--- src/rtl/rph_regs.vh ---
`ifndef RPH_REGS_VH
`define RPH_REGS_VH
// Preamble byte, an alternating one-zero pattern sent MSB first.
`define RPH_PREAMBLE_BYTE 8'haa
// Whitening generator seed, all ones.
`define RPH_PN9_SEED 9'h1ff
// Feedback tap of the whitening generator, x^9 + x^5 + 1.
`define RPH_PN9_TAP 5
// Checksum polynomial x^16 + x^15 + x^2 + 1 and its seed.
`define RPH_CRC_POLY 16'h8005
`define RPH_CRC_SEED 16'hffff
// Checksum residue after the two checksum bytes of a good packet.
`define RPH_CRC_GOOD 16'h0000
// Sync qualifier match field values (low two bits of the mode).
`define RPH_SYNC_NONE 2'h0
`define RPH_SYNC_15OF16 2'h1
`define RPH_SYNC_16OF16 2'h2
`define RPH_SYNC_30OF32 2'h3
// Carrier sense gate bit of the sync qualifier mode.
`define RPH_SYNC_CS_BIT 2
// Correlation thresholds in matching bits.
`define RPH_THR_15 6'h0f
`define RPH_THR_16 6'h10
`define RPH_THR_30 6'h1e
// Preamble quality step down on a repeated bit.
`define RPH_PQ_DOWN 8'h08
// Length configuration values.
`define RPH_LEN_FIXED 1'b0
`define RPH_LEN_VAR 1'b1
// Address check values.
`define RPH_ADR_OFF 2'h0
`define RPH_ADR_BC0 2'h2
`define RPH_ADR_BC1 2'h3
// Broadcast addresses.
`define RPH_BCAST_LOW 8'h00
`define RPH_BCAST_HIGH 8'hff
// Last index of the sync byte sequence for two and four bytes.
`define RPH_SYNC_LAST2 2'h1
`define RPH_SYNC_LAST4 2'h3
// Last bit index within a byte.
`define RPH_BIT_LAST 3'h7
`endif

--- src/rtl/rph_pair_buffer.v ---
`timescale 1ns/1ps
// Two-entry byte buffer with valid and ready on both sides.
module rph_pair_buffer
(
	input wire mclk,
	input wire reset_n,
	input wire [7:0] inData,
	input wire inValid,
	output wire inReady,
	output wire [7:0] outData,
	output wire outValid,
	input wire outReady
);
	// Storage for the two entries.
	reg [7:0] mem [0:1];
	// Write pointer, read pointer and fill level.
	reg wrPtr_ff;
	reg rdPtr_ff;
	reg [1:0] count_ff;
	wire doWrite;
	wire doRead;

	// Full refuses the writer, empty hides data from the reader.
	assign inReady = (count_ff != 2'h2);
	assign outValid = (count_ff != 2'h0);
	assign outData = mem[rdPtr_ff];
	assign doWrite = inValid & inReady;
	assign doRead = outValid & outReady;

	// Pointers and level move on accepted transfers only.
	always @(posedge mclk or negedge reset_n)
	begin
		if (!reset_n)
		begin
			wrPtr_ff <= 1'b0;
			rdPtr_ff <= 1'b0;
			count_ff <= 2'h0;
		end
		else
		begin
			if (doWrite)
				wrPtr_ff <= ~wrPtr_ff;
			if (doRead)
				rdPtr_ff <= ~rdPtr_ff;
			if (doWrite & ~doRead)
				count_ff <= count_ff + 2'h1;
			else if (doRead & ~doWrite)
				count_ff <= count_ff - 2'h1;
		end
	end

	// Entry storage needs no reset; it is read only while valid.
	always @(posedge mclk)
	begin
		if (doWrite)
			mem[wrPtr_ff] <= inData;
	end
endmodule // rph_pair_buffer

--- src/rtl/rph_packet_handler.v ---
`timescale 1ns/1ps
// Function
// Sync word inserted each packet, optionally doubled.
// Sync detect at 15/16, 16/16, 30/32.
// Sync from high/low bytes, MSB first.
// Preamble quality must pass before sync accepted.
// Preamble and sync always sent together.
// First status byte carries captured signal strength.
// Second status byte: CRC good, link quality.
// Whitening XORs data with nine-bit sequence.
// Whitening generator seeded all ones per packet.
// Software enables whitening only without legacy mode.
// Alternating preamble, minimum byte count programmable.
// Keep sending preamble until first byte written; a byte written after 15 preamble bytes is never sent if numPreamble > 0.
// Modes 3 and 7 repeat sync twice.
// Packet lengths up to 255 bytes.
// Length field 0 uses fixed length register.
// Length field 1: first byte gives length.
// Oversize length discarded, done without DMA.
// Address check with optional broadcast addresses.
// Match accepts with DMA; mismatch discards, done only.
// Transmit CRC over payload, two bytes after.
// Underflow sets flags until idle strobe.
// Whitening precedes error correction after sync.
// Three-bit sync mode, upper half gated by carrier.
// Quality counter +1 toggle, -8 repeat, 4x threshold.
// Software changes configuration only while idle.
// Whitening LFSR x^9+x^5+1, one step per bit.
// CRC-16 x^16+x^15+x^2+1 seeded all ones.
`include "rph_regs.vh"
module rph_packet_handler
(
	input wire mclk,
	input wire reset_n,
	input wire [7:0] syncWordHigh,
	input wire [7:0] syncWordLow,
	input wire [2:0] syncMode,
	input wire [3:0] numPreamble,
	input wire [2:0] preambleQualityThreshold,
	input wire [7:0] packetLength,
	input wire lengthConfig,
	input wire [1:0] addressCheckMode,
	input wire [7:0] nodeAddress,
	input wire crcEnable,
	input wire appendStatus,
	input wire whiteningEnable,
	input wire errorCorrectionEnable,
	input wire txStart,
	input wire idleStrobe,
	input wire rxEnable,
	input wire [7:0] wrData,
	input wire wrValid,
	output wire wrReady,
	output wire txBit,
	output wire txBitValid,
	input wire txBitReady,
	output wire fecActive,
	input wire rxBit,
	input wire rxBitValid,
	input wire carrierSense,
	input wire [7:0] rssiValue,
	input wire [6:0] linkQualityValue,
	output reg [7:0] rxData_ff,
	output reg rxDataValid_ff,
	output reg dmaTrigger_ff,
	output reg doneFlag_ff,
	output reg txUnderflowFlag_ff,
	output reg preambleQualityReached_ff,
	output wire txBusy
);
	// Transmit states.
	localparam TX_IDLE = 6'h01;
	localparam TX_PRE = 6'h02;
	localparam TX_SYNC = 6'h04;
	localparam TX_DATA = 6'h08;
	localparam TX_CRC = 6'h10;
	localparam TX_UNDER = 6'h20;
	// Receive states.
	localparam RX_SRCH = 5'h01;
	localparam RX_LEN = 5'h02;
	localparam RX_PAY = 5'h04;
	localparam RX_CRC = 5'h08;
	localparam RX_STAT = 5'h10;

	// One whitening step; the output bit is pn[0].
	function [8:0] pn_step;
		input [8:0] pn;
		begin
			pn_step = {pn[0] ^ pn[`RPH_PN9_TAP], pn[8:1]};
		end
	endfunction

	// One checksum step over one data bit.
	function [15:0] crc_step;
		input [15:0] crc;
		input bitIn;
		begin
			crc_step = {crc[14:0], 1'b0} ^ ((crc[15] ^ bitIn) ? `RPH_CRC_POLY : 16'h0000);
		end
	endfunction

	// Count of set bits in a 32-bit vector.
	function [5:0] ones32;
		input [31:0] v;
		integer i;
		begin
			ones32 = 6'h00;
			for (i = 0; i < 32; i = i + 1)
				ones32 = ones32 + {5'h00, v[i]};
		end
	endfunction

	// Transmit registers.
	reg [5:0] txState_ff;
	reg [7:0] txSh_ff; // Byte being shifted out, MSB first.
	reg [2:0] txBitCnt_ff;
	reg [3:0] txPreCnt_ff; // Preamble bytes already sent, held at 15 once reached.
	reg [1:0] txSyncIdx_ff;
	reg [8:0] txLeft_ff; // Data bytes still to send after the current one.
	reg txCrcIdx_ff;
	reg [7:0] txCrcLow_ff;
	reg [8:0] txPn_ff;
	reg [15:0] txCrc_ff;
	// Receive registers.
	reg [4:0] rxState_ff;
	reg [31:0] rxWin_ff; // Correlation window of raw bits.
	reg rxPrev_ff;
	reg [7:0] pqCnt_ff;
	reg [7:0] rxSh_ff;
	reg [2:0] rxBitCnt_ff;
	reg [8:0] rxPn_ff;
	reg [15:0] rxCrc_ff;
	reg [8:0] rxLeft_ff;
	reg rxFirst_ff; // Next payload byte is the address byte.
	reg rxCrcIdx_ff;
	reg rxStIdx_ff;
	reg rxCrcOk_ff;
	reg [7:0] rssiHold_ff;

	// Buffer drain side.
	wire [7:0] bufData;
	wire bufValid;
	wire bufReady;
	// Transmit helpers.
	wire txBitTaken = txBitValid & txBitReady;
	wire txByteEnd = txBitTaken & (txBitCnt_ff == `RPH_BIT_LAST);
	wire txWhiteRegion = (txState_ff == TX_DATA) | (txState_ff == TX_CRC);
	wire doubleSync = (syncMode[1:0] == `RPH_SYNC_30OF32);
	wire [1:0] syncLast = doubleSync ? `RPH_SYNC_LAST4 : `RPH_SYNC_LAST2;
	wire [15:0] txCrcNow = crc_step(txCrc_ff, txSh_ff[7]);
	wire [3:0] txPreNext = txPreCnt_ff + 4'h1;

	// Write path buffer; a stalled framer pushes back on the writer.
	rph_pair_buffer u_buf
	(
		.mclk(mclk),
		.reset_n(reset_n),
		.inData(wrData),
		.inValid(wrValid),
		.inReady(wrReady),
		.outData(bufData),
		.outValid(bufValid),
		.outReady(bufReady)
	);

	// Bytes are pulled at the end of the last sync byte and of each data byte but the last.
	assign bufReady = txByteEnd & (((txState_ff == TX_SYNC) & (txSyncIdx_ff == syncLast))
		| ((txState_ff == TX_DATA) & (txLeft_ff != 9'h000)));
	assign txBitValid = (txState_ff == TX_PRE) | (txState_ff == TX_SYNC) | txWhiteRegion;
	// Whitened bit goes to the coder stage, which follows whitening.
	assign txBit = txSh_ff[7] ^ (whiteningEnable & txWhiteRegion & txPn_ff[0]);
	assign fecActive = errorCorrectionEnable & txWhiteRegion;
	assign txBusy = (txState_ff != TX_IDLE);

	// Transmit framer: preamble, sync, data, checksum, underflow.
	always @(posedge mclk or negedge reset_n)
	begin
		if (!reset_n)
		begin
			txState_ff <= TX_IDLE;
			txSh_ff <= 8'h00;
			txBitCnt_ff <= 3'h0;
			txPreCnt_ff <= 4'h0;
			txSyncIdx_ff <= 2'h0;
			txLeft_ff <= 9'h000;
			txCrcIdx_ff <= 1'b0;
			txCrcLow_ff <= 8'h00;
			txPn_ff <= `RPH_PN9_SEED;
			txCrc_ff <= `RPH_CRC_SEED;
			txUnderflowFlag_ff <= 1'b0;
		end
		else if (idleStrobe)
		begin
			// The idle strobe ends any transmission and clears underflow.
			txState_ff <= TX_IDLE;
			txUnderflowFlag_ff <= 1'b0;
		end
		else
		begin
			if (txBitTaken)
			begin
				txBitCnt_ff <= txBitCnt_ff + 3'h1;
				txSh_ff <= {txSh_ff[6:0], 1'b0};
				if (txWhiteRegion)
					txPn_ff <= pn_step(txPn_ff);
				if (txState_ff == TX_DATA)
					txCrc_ff <= txCrcNow;
			end
			case (txState_ff)
				TX_IDLE:
				begin
					// Start always begins with preamble, never sync alone.
					if (txStart)
					begin
						txState_ff <= TX_PRE;
						txSh_ff <= `RPH_PREAMBLE_BYTE;
						txBitCnt_ff <= 3'h0;
						txPreCnt_ff <= 4'h0;
					end
				end
				TX_PRE:
				begin
					// Sync follows only once the minimum is sent and a byte waits.
					if (txByteEnd)
					begin
						if (txPreCnt_ff != 4'hf)
							txPreCnt_ff <= txPreNext;
						if ((txPreNext >= numPreamble) & bufValid)
						begin
							txState_ff <= TX_SYNC;
							txSh_ff <= syncWordHigh;
							txSyncIdx_ff <= 2'h0;
						end
						else
							txSh_ff <= `RPH_PREAMBLE_BYTE;
					end
				end
				TX_SYNC:
				begin
					// High then low byte, repeated when the long sync is selected.
					if (txByteEnd)
					begin
						if (txSyncIdx_ff != syncLast)
						begin
							txSyncIdx_ff <= txSyncIdx_ff + 2'h1;
							txSh_ff <= txSyncIdx_ff[0] ? syncWordHigh : syncWordLow;
						end
						else
						begin
							txState_ff <= TX_DATA;
							txSh_ff <= bufData;
							txPn_ff <= `RPH_PN9_SEED;
							txCrc_ff <= `RPH_CRC_SEED;
							if (lengthConfig == `RPH_LEN_VAR)
								txLeft_ff <= {1'b0, bufData};
							else
								txLeft_ff <= {1'b0, packetLength} - 9'h001;
						end
					end
				end
				TX_DATA:
				begin
					// Next byte, checksum, or underflow when the writer fell behind.
					if (txByteEnd)
					begin
						if (txLeft_ff != 9'h000)
						begin
							if (bufValid)
							begin
								txSh_ff <= bufData;
								txLeft_ff <= txLeft_ff - 9'h001;
							end
							else
							begin
								txState_ff <= TX_UNDER;
								txUnderflowFlag_ff <= 1'b1;
							end
						end
						else if (crcEnable)
						begin
							txState_ff <= TX_CRC;
							txSh_ff <= txCrcNow[15:8];
							txCrcLow_ff <= txCrcNow[7:0];
							txCrcIdx_ff <= 1'b0;
						end
						else
							txState_ff <= TX_IDLE;
					end
				end
				TX_CRC:
				begin
					// Two checksum bytes, high byte first.
					if (txByteEnd)
					begin
						if (!txCrcIdx_ff)
						begin
							txCrcIdx_ff <= 1'b1;
							txSh_ff <= txCrcLow_ff;
						end
						else
							txState_ff <= TX_IDLE;
					end
				end
				TX_UNDER:
				begin
					// Held here until the idle strobe.
					txState_ff <= TX_UNDER;
				end
				default:
				begin
					txState_ff <= TX_IDLE;
				end
			endcase
		end
	end

	// Receive helpers.
	wire rxTake = rxBitValid & rxEnable;
	wire [31:0] winNext = {rxWin_ff[30:0], rxBit};
	wire [31:0] sync32 = {syncWordHigh, syncWordLow, syncWordHigh, syncWordLow};
	wire [31:0] agree = ~(winNext ^ sync32);
	wire [5:0] agree16 = ones32({16'h0000, agree[15:0]});
	wire [5:0] agree32 = ones32(agree);
	reg syncHit;
	wire pqOk = (preambleQualityThreshold == 3'h0)
		| (pqCnt_ff > {3'h0, preambleQualityThreshold, 2'h0});
	wire csOk = ~syncMode[`RPH_SYNC_CS_BIT] | carrierSense;
	wire syncAccept = syncHit & pqOk & csOk;
	wire dBit = rxBit ^ (whiteningEnable & rxPn_ff[0]);
	wire [7:0] byteNow = {rxSh_ff[6:0], dBit};
	wire rxByteEnd = rxTake & (rxBitCnt_ff == `RPH_BIT_LAST);
	wire [15:0] rxCrcNow = crc_step(rxCrc_ff, dBit);
	wire adrOk = (byteNow == nodeAddress)
		| ((addressCheckMode == `RPH_ADR_BC0) & (byteNow == `RPH_BCAST_LOW))
		| ((addressCheckMode == `RPH_ADR_BC1)
		& ((byteNow == `RPH_BCAST_LOW) | (byteNow == `RPH_BCAST_HIGH)));

	// Correlator threshold chosen by the low bits of the mode.
	always @*
	begin
		case (syncMode[1:0])
			`RPH_SYNC_15OF16: syncHit = (agree16 >= `RPH_THR_15);
			`RPH_SYNC_16OF16: syncHit = (agree16 >= `RPH_THR_16);
			`RPH_SYNC_30OF32: syncHit = (agree32 >= `RPH_THR_30);
			default: syncHit = 1'b1;
		endcase
	end

	// Receive deframer: search, length, payload, checksum, status.
	always @(posedge mclk or negedge reset_n)
	begin
		if (!reset_n)
		begin
			rxState_ff <= RX_SRCH;
			rxWin_ff <= 32'h00000000;
			rxPrev_ff <= 1'b0;
			pqCnt_ff <= 8'h00;
			rxSh_ff <= 8'h00;
			rxBitCnt_ff <= 3'h0;
			rxPn_ff <= `RPH_PN9_SEED;
			rxCrc_ff <= `RPH_CRC_SEED;
			rxLeft_ff <= 9'h000;
			rxFirst_ff <= 1'b0;
			rxCrcIdx_ff <= 1'b0;
			rxStIdx_ff <= 1'b0;
			rxCrcOk_ff <= 1'b1;
			rssiHold_ff <= 8'h00;
			rxData_ff <= 8'h00;
			rxDataValid_ff <= 1'b0;
			dmaTrigger_ff <= 1'b0;
			doneFlag_ff <= 1'b0;
			preambleQualityReached_ff <= 1'b0;
		end
		else
		begin
			rxDataValid_ff <= 1'b0;
			dmaTrigger_ff <= 1'b0;
			// Done pulses for a transmit end or entry to underflow.
			doneFlag_ff <= txByteEnd & (((txState_ff == TX_CRC) & txCrcIdx_ff)
				| ((txState_ff == TX_DATA) & (txLeft_ff == 9'h000) & ~crcEnable)
				| ((txState_ff == TX_DATA) & (txLeft_ff != 9'h000) & ~bufValid));
			preambleQualityReached_ff <= pqOk;
			if (rxTake & (rxState_ff != RX_SRCH))
			begin
				rxBitCnt_ff <= rxBitCnt_ff + 3'h1;
				rxSh_ff <= byteNow;
				rxPn_ff <= pn_step(rxPn_ff);
				if (rxState_ff != RX_CRC)
					rxCrc_ff <= rxCrcNow;
			end
			if (!rxEnable)
				rxState_ff <= RX_SRCH;
			else
			case (rxState_ff)
				RX_SRCH:
				begin
					// Quality counter and correlator run on raw bits.
					if (rxTake)
					begin
						rxWin_ff <= winNext;
						rxPrev_ff <= rxBit;
						if (rxBit != rxPrev_ff)
						begin
							if (pqCnt_ff != 8'hff)
								pqCnt_ff <= pqCnt_ff + 8'h01;
						end
						else if (pqCnt_ff > `RPH_PQ_DOWN)
							pqCnt_ff <= pqCnt_ff - `RPH_PQ_DOWN;
						else
							pqCnt_ff <= 8'h00;
					end
					if ((rxTake & syncAccept) | (syncMode[1:0] == `RPH_SYNC_NONE) & csOk)
					begin
						rxState_ff <= (lengthConfig == `RPH_LEN_VAR) ? RX_LEN : RX_PAY;
						rxLeft_ff <= {1'b0, packetLength};
						rxFirst_ff <= (addressCheckMode != `RPH_ADR_OFF);
						rxBitCnt_ff <= 3'h0;
						rxPn_ff <= `RPH_PN9_SEED;
						rxCrc_ff <= `RPH_CRC_SEED;
						rxCrcIdx_ff <= 1'b0;
						rxStIdx_ff <= 1'b0;
						rxWin_ff <= 32'h00000000;
						pqCnt_ff <= 8'h00;
						rssiHold_ff <= rssiValue;
					end
				end
				RX_LEN:
				begin
					// Oversize lengths are dropped without any byte delivered.
					if (rxByteEnd)
					begin
						if (byteNow > packetLength)
						begin
							rxState_ff <= RX_SRCH;
							doneFlag_ff <= 1'b1;
						end
						else
						begin
							rxData_ff <= byteNow;
							rxDataValid_ff <= 1'b1;
							dmaTrigger_ff <= 1'b1;
							rxLeft_ff <= {1'b0, byteNow};
							rxState_ff <= (byteNow == 8'h00)
								? (crcEnable ? RX_CRC : (appendStatus ? RX_STAT : RX_SRCH))
								: RX_PAY;
							doneFlag_ff <= (byteNow == 8'h00) & ~crcEnable & ~appendStatus;
						end
					end
				end
				RX_PAY:
				begin
					// Address byte filters the packet; others are delivered.
					if (rxByteEnd)
					begin
						rxFirst_ff <= 1'b0;
						if (rxFirst_ff & ~adrOk)
						begin
							rxState_ff <= RX_SRCH;
							doneFlag_ff <= 1'b1;
						end
						else
						begin
							rxData_ff <= byteNow;
							rxDataValid_ff <= 1'b1;
							dmaTrigger_ff <= 1'b1;
							rxLeft_ff <= rxLeft_ff - 9'h001;
							if (rxLeft_ff <= 9'h001)
							begin
								rxState_ff <= crcEnable ? RX_CRC
									: (appendStatus ? RX_STAT : RX_SRCH);
								doneFlag_ff <= ~crcEnable & ~appendStatus;
							end
						end
					end
				end
				RX_CRC:
				begin
					// Checksum bytes run through the checker; residue zero is good.
					if (rxTake)
						rxCrc_ff <= rxCrcNow;
					if (rxByteEnd)
					begin
						rxCrcIdx_ff <= 1'b1;
						if (rxCrcIdx_ff)
						begin
							rxCrcOk_ff <= (rxCrcNow == `RPH_CRC_GOOD);
							rxState_ff <= appendStatus ? RX_STAT : RX_SRCH;
							doneFlag_ff <= ~appendStatus;
						end
					end
				end
				RX_STAT:
				begin
					// Signal strength byte, then checksum flag with link quality.
					rxStIdx_ff <= 1'b1;
					rxDataValid_ff <= 1'b1;
					dmaTrigger_ff <= 1'b1;
					if (!rxStIdx_ff)
						rxData_ff <= rssiHold_ff;
					else
					begin
						rxData_ff <= {rxCrcOk_ff | ~crcEnable, linkQualityValue};
						rxState_ff <= RX_SRCH;
						doneFlag_ff <= 1'b1;
					end
				end
				default:
				begin
					rxState_ff <= RX_SRCH;
				end
			endcase
		end
	end
endmodule // rph_packet_handler

--- config.mk ---
export PLATFORM = sky130hd
export DESIGN_NAME = rph_packet_handler
export DESIGN_NICKNAME = d
export VERILOG_FILES = /design/src/rtl/rph_pair_buffer.v /design/src/rtl/rph_packet_handler.v
export VERILOG_INCLUDE_DIRS = /design/src /design/src/rtl
export SDC_FILE = /design/constraint.sdc
export NUM_CORES = 1
export LEC_CHECK = 0
export BUFFER_PORTS_ARGS = -buffer_cell sky130_fd_sc_hd__buf_2
export CORE_MARGIN = 10
export CORE_UTILIZATION = 51
export CTS_CLUSTER_DIAMETER = 100
export DETAILED_ROUTE_END_ITERATION = 6
export PLACE_DENSITY = 0.79
export SYNTH_ARGS = -nofsm -noshare
export SYNTH_HDL_FRONTEND = slang
export SYNTH_SLANG_ARGS = --single-unit
--- constraint.sdc ---
create_clock -name mclk -period 9.8 [get_ports mclk]
set_input_delay 0 -clock mclk [delete_from_list [all_inputs] [get_ports mclk]]
set_output_delay 0 -clock mclk [all_outputs]
set_load 0.005 [all_outputs]
## Yosys cells after proc, flatten, opt, wreduce, memory -nomap -nowiden

Memories as Yosys holds them, arrays and structs flattened.
Cells that the tools add are included.

| cells by class | value |
|---|---|
| add/sub/neg operators | 42 |
| magnitude comparators | 8 |
| eq/ne operators | 66 |
| mux-type cells | 145 |
| bitwise gates (word level) | 66 |
| reductions and logical operators | 40 |

Operator list:

| kind | count |
|---|---|
| 2-to-1 mux 16 bit | 12 |
| 2-to-1 mux 8 bit | 23 |
| 2-to-1 mux 9 bit | 20 |
| adder 6 x 1 -> 6 bit | 26 |
| 2-to-1 mux 5 bit | 14 |
| 2-to-1 mux 6 bit | 11 |
| 2-to-1 mux 31 bit | 2 |
| case mux 8 bit (5 select lines) | 1 |
| inequality test 3 bit, second input constant | 13 |
| case mux 6 bit (6 select lines) | 1 |
| inequality test 2 bit, second input constant | 17 |
| AND 1 bit | 32 |
| NOT 32 bit | 1 |
| case mux 16 bit (2 select lines) | 1 |
| bitwise XOR 16 bit | 2 |
| bitwise XOR 32 bit | 1 |
| 2-to-1 mux 1 bit | 29 |
| nonzero test 2 bit | 14 |
| case mux 9 bit (3 select lines) | 1 |
| case mux 5 bit (5 select lines) | 1 |
| 2-to-1 mux 3 bit | 8 |
| case mux 8 bit (3 select lines) | 1 |
| AND reduction 7 bit | 3 |
| AND reduction 4 bit | 5 |
| 69 further kinds | 128 |

| word-level totals | value |
|---|---|
| register bits after elaboration | 183 |
| bits in writable memories | 16 |
| bits of input ports | 82 |
| output and inout bits | 18 |
| word-level logic and storage cells | 400 |
| memories | 1 |

Memories:

| name | words | width | rd ports | clocked after Yosys merged registers in | write ports | RTL line | RTL |
|---|---|---|---|---|---|---|---|
| u_buf.mem | 2 | 8 | 1 | 0 | 1 | rph_pair_buffer.v:15 | `reg [7:0] mem [0:1];` |

## Logic depth before layout (Yosys ltp)

| logic depth | value |
|---|---|
| word-level depth | 42 |
| depth in mapped cells | 25 |
| mapped depth without buffers | 24 |

## Modules after synthesis

Synthesis repeated with hierarchy kept, for this count alone.

| unflattened totals | value |
|---|---|
| cells, all modules | 1298 |
| area total of the unflattened synthesis | 12400.6 µm² |

By module, submodules not included:

| module | times used | cells each | area each (µm²) | seq. area each (µm²) |
|---|---|---|---|---|
| rph_packet_handler | 1 | 1255 | 11613.6 | 4545.6 |
| rph_pair_buffer | 1 | 43 | 787.0 | 580.6 |

## Worst setup path after synthesis

No wires, ideal clock.

| timing path | value |
|---|---|
| path type | flip-flop to flip-flop |
| start point | register rxWin_ff[0] |
| end point | register rxWin_ff[10] |
| library setup time | 0.121 ns |
| data arrival time | 7.045 ns |
| required time | 9.679 ns |
| slack | 2.634 ns |
| cell stages (with the launch flop) | 25 |
| path buffers | 1 |
| clock period less this slack | 7.166 ns |
| path through | dfrtp_1 > xnor2_1 > fa_1 > inv_1 > fa_1 > fa_1 > fa_1 > inv_1 > ha_1 > fa_1 > inv_1 > fa_1 > inv_1 > fa_1 > inv_1 > fa_1 > fa_1 > nand2b_1 > a21oi_1 > xor2_1 > o211ai_1 > a31oi_1 > o21ai_1 > clkbuf_1 > a22o_1 |

| between the ends | value |
|---|---|
| cells in the longest elaborated chain, start to end | 41 |
| elaborated cells on any way between the ends | 44 |
| classes of those cells | 31 x add/sub; 3 x order compare; 2 x mux; 6 x bitwise; 2 x reduce/logical |

Ends and longest elaborated chain:

| what | RTL line | RTL |
|---|---|---|
| start: declaration | rph_packet_handler.v:126 | `reg [31:0] rxWin_ff;` |
| start signal: assignment | rph_packet_handler.v:400 | `rxWin_ff <= winNext;` |
| bitwise XOR 32 bit (*) | rph_packet_handler.v:321 | `wire [31:0] agree = ~(winNext ^ sync32);` |
| NOT 32 bit (*) | rph_packet_handler.v:321 |  |
| adder 1 x 1 -> 2 bit (*) | rph_packet_handler.v:109 | `ones32 = ones32 + {5'h00, v[i]};` |
| adder 2 x 1 -> 3 bit (*) | rph_packet_handler.v:109 |  |
| adder 3 x 1 -> 4 bit (*) | rph_packet_handler.v:109 |  |
| adder 4 x 1 -> 5 bit (*) | rph_packet_handler.v:109 |  |
| adder 5 x 1 -> 6 bit (*) | rph_packet_handler.v:109 |  |
| adder 6 x 1 -> 6 bit (*) (10 in series) | rph_packet_handler.v:109 |  |
| adder 6 x 1 -> 6 bit (16 in series) | rph_packet_handler.v:109 |  |
| greater-or-equal comparator 6 x 5 -> 1 bit (no source line) | - |  |
| case mux 1 bit (3 select lines) (*) | rph_packet_handler.v:341 | `case (syncMode[1:0])` |
| AND 1 bit (*) (2 in series) | rph_packet_handler.v:328 | `wire syncAccept = syncHit & pqOk & csOk;` |
| AND 1 bit (*) | rph_packet_handler.v:412 | `` if ((rxTake & syncAccept) \| (syncMode[1:0] == `RPH_SYNC_NONE) & csOk) `` |
| bitwise OR 1 bit (*) | rph_packet_handler.v:412 |  |
| nonzero test 2 bit (no source line) | - |  |
| AND reduction 3 bit (no source line) | - |  |

Mark *: on every way between the ends. The rest lies on a longest branch, timed or not.
A chain may end at the register's enable or synchronous reset.

## Final worst setup path

| timing path | value |
|---|---|
| start point | register rxWin_ff[0] |
| end point | register rxWin_ff[18] |

Same word-level chain as after synthesis.

==> reports/qor.txt <==
share of the synthesized area in the top cell type -> 26.6%
CTS tree -> done
Ports -> 100
WP data required -> 10.18 ns
setup bufs post-CTS -> 0
Syn Inst Count -> 1,294
first-pass GRT wire length -> 53,200 um
worst slew pin tran -> 1.24 ns
GRT Util Overall -> 21.1%
Pwr Density -> 394 mW/mm^2
# fillers -> 2,017
register share of total power -> 22.8%
Clock Skews -> 0.0140 ns
r2r endpoint -> rxWin_ff[18]$_DFFE_PN0P_
period utilisation layout -> 81.3%
Clock power frac -> 13.2%
cell breakdown of the critical path -> xnor2_1, fa_1, inv_1, fa_1, fa_1, fa_1, inv_1, ha_1, fa_1, inv_1, fa_1, inv_1, fa_1, inv_1, fa_1, fa_1, nand2b_1, a21oi_1, xor2_1, o211ai_1, a31oi_1, o21ai_2, a22o_1
HPWL after DPL -> 23,300 um
Rows -> 56
Worst Path Arrival -> 8.35 ns
Tmin final -> 7.97 ns
Routed WL -> 32,500 um
startpoint types -> flip-flop
main area contributors after synthesis -> dfrtp_1, dfstp_2, nand2_1
Layout area overhead -> 13.4%
Reg2Reg Depth -> 23
vias per cell -> 6.03
Synth cell types -> 80
Pint -> 2.86 mW
post-CTS resize count -> 0
Syn Std Cell Area -> 0.0122 mm^2
R2R Setup Slk -> 1.83 ns
Net Sw Frac -> 47.7%
Comb power frac -> 64.0%
Hold Crit Depth -> 4
Core ar. -> 0.0235 mm^2
final setup vio count -> 0
Die Area -> 0.0306 mm^2
post-synthesis sequential area ratio -> 41.9%
status -> finished, final reports clean
Initial DRT Pass Iterations -> 6
Finished Core Util -> 58.9%
RSZ-0062 raised after global routing -> false
WL/cell -> 18.9 um
largest net degree at the start of global routing -> 68
NetSw -> 2.60 mW
TritonCTS buffer count -> 17
highest clock rate -> 0.125 GHz
Synth top cells by count -> nand2_1, dfrtp_1, nor2_1, inv_1, o21ai_0
initial antenna violation count -> 1
Worst Hold End -> rxData_ff[6]$_DFFE_PN0P_
Hold Crit Class -> in2reg
MaxCap Viol Count -> 0
CTS Sinks -> 199
Setup crit end kind -> flip-flop
Die Ht -> 175 um
Final Hold Viols -> 0
worst r2r src -> rxWin_ff[0]$_DFFE_PN0P_
ys async rst share -> 92.0%
starting density of the core -> 51.9%
max-slew violations -> 0
Crit. Startpoint -> rxWin_ff[0]$_DFFE_PN0P_
worst stage delay on the critical path -> 1.03 ns
Clock Latency Late Sink -> 0.45 ns
CTS max path bufs -> 2
Crit Path Class -> reg2reg
# DRC -> 0
sum of negative setup slack -> 0 ns
port bufs -> 99
worst-path fanout max -> 31
Detail Route Antenna Nets -> 0
Rel. slew slack -> 17.1%
gr ovfl total -> 0
nets@finish -> 1,534
top-count cell post-synth -> nand2_1
share of layout cells above drive strength 1 -> 17.2%
prevailing post-synth register cell -> dfrtp_1
EDFF count, synth -> 16
P_leak -> 6.22 nW
Final GP Congestion -> 0.962
cell mode on critical path -> fa_1
hold_sp -> linkQualityValue[6]
area leader, netlist -> dfrtp_1
Mapped Nets -> 1,440
clock slew at reported path FFs -> 0.08 ns
initial drt markers -> 924
Max VDD drop -> 0.778 mV
Synth Register Bits -> 199
Slowest-stage cell, CP -> o21ai_2
via count -> 10,400
H-tree depth -> 4
clock root buffer -> clkbuf_16
yosys warns -> 0
Syn Area/Cell -> 9.45 um^2
Chip Width -> 175 um
vias in the first global route -> 10,400
==> worst max path at each step <==
| stage | end | slack (ns) | depth (start not counted) |
|---|---|---|---|
| 6_report | rxWin_ff[18]$_DFFE_PN0P_ | 1.83 | 23 |
| 5_1_grt | rxWin_ff[15]$_DFFE_PN0P_ | 1.43 | 23 |
| 4_1_cts | rxWin_ff[18]$_DFFE_PN0P_ | 1.86 | 23 |
| 3_5_place_dp | rxWin_ff[18]$_DFFE_PN0P_ | 1.89 | 23 |
| 3_3_place_gp | rxWin_ff[2]$_DFFE_PN0P_ | 2.08 | 23 |
| 2_1_floorplan | rxWin_ff[10]$_DFFE_PN0P_ | 2.63 | 24 |
==> power groups by stage <==
stage / Sequential [mW] / Combinational, mW / Clock [mW]
after detailed placement: 1.25 / 3.45 / 0
after CTS: 1.24 / 3.47 / 0.731
after global placement: 1.25 / 3.23 / 0
after global routing: 1.27 / 4.01 / 0.764
after floorplan: 1.18 / 2.79 / 0
final: 1.25 / 3.49 / 0.720
==> cell families (layout without fill, tap and decap cells) <==
family | after synthesis | after routing | share of synthesized area [%]
adders and majority gates | 64 | 64 | 7.90
AOI/OAI and AO/OA | 322 | 322 | 18.7
xor gates and xnor gates | 74 | 74 | 5.30
muxes | 53 | 53 | 4.62
DFF | 199 | 199 | 41.9
and+or+nand+nor | 438 | 438 | 16.9
other | 0 | 1 | 0
buffers and inverters | 144 | 251 | 4.65
==> registers in the layout (all words and copies together), names as in the netlist, 9 cells and up <==
signal     cells
txPn_ff        9
rxWin_ff      31
rxLeft_ff      9
txCrc_ff      16
txLeft_ff      9
rxCrc_ff      16
u_buf.mem     16
rxPn_ff        9
==> timing repair <==
| item | CTS | global route |
|---|---|---|
| setup endpoints to repair | 0 | 0 |
| hold endpoints to repair | 99 | 0 |
| hold buffers | 35 | 0 |
==> per-stage QoR <==
stage                     hold WS, ns  area [um^2]  worst slack [ns]  instances  total power, mW
after floorplan                -0.296        12200              2.63       1294             3.96
after CTS                     0.00999        13900              1.86       1720             5.45
after global routing           0.0418        13900              1.43       1721             6.04
after global placement       -0.00138        12900              2.08       1653             4.48
final                         0.00560        13900              1.83       1721             5.46
after detailed placement      0.00235        12900              1.89       1653             4.70
==> routing by layer <==
layer  part of all wire [%]  track usage [%]  vias to the layer above
li1                       -                -                     4800
met1                     42             28.0                     5093
met2                     48             33.3                      413
met3                    7.7             4.57                       69
met4                    2.4             7.45                        0
met5                      0                0                        -
==> cell usage in the layout (no fill, tap or decap), types with 16 or more instances in the layout <==
master / count
o211ai_1: 17
dfstp_2: 53
dfrtp_1: 130
edfxtp_1: 16
ha_1: 42
fa_1: 22
nor2_1: 93
nor3_1: 23
xnor2_1: 32
mux2i_1: 26
clkbuf_16: 18
o21ai_0: 64
o22a_1: 24
dlygate4sd3_1: 35
inv_1: 79
nand2_1: 176
nand3_1: 44
a22o_1: 43
a21oi_1: 62
buf_2: 98
mux2_2: 27
xor2_1: 42
==> area by class of cell <==
| cell class | instances | area, um^2 | share of cell area [%] |
|---|---|---|---|
| Antenna cell | 1 | 2.50 | 0.0180 |
| Clock buffer | 19 | 454 | 3.28 |
| Clock inverter | 13 | 150 | 1.08 |
| Inverter | 79 | 297 | 2.14 |
| Multi-Input combinational cell | 951 | 6540 | 47.2 |
| Sequential cell | 199 | 5130 | 37.0 |
| Tap cell | 319 | 399 | 2.88 |
| Timing Repair Buffer | 140 | 897 | 6.47 |
==> critical path, delay by kind of cell, from the launching register on <==
family                     cells  cell delay, ns
xor gates and xnor gates       2            0.25
buffers and inverters          5            0.27
and+or+nand+nor                1            0.16
adders and majority gates     10            4.82
DFF                            1            0.41
AOI/OAI and AO/OA              5            1.96
No activity file was read; power rests on OpenSTA's default activity.
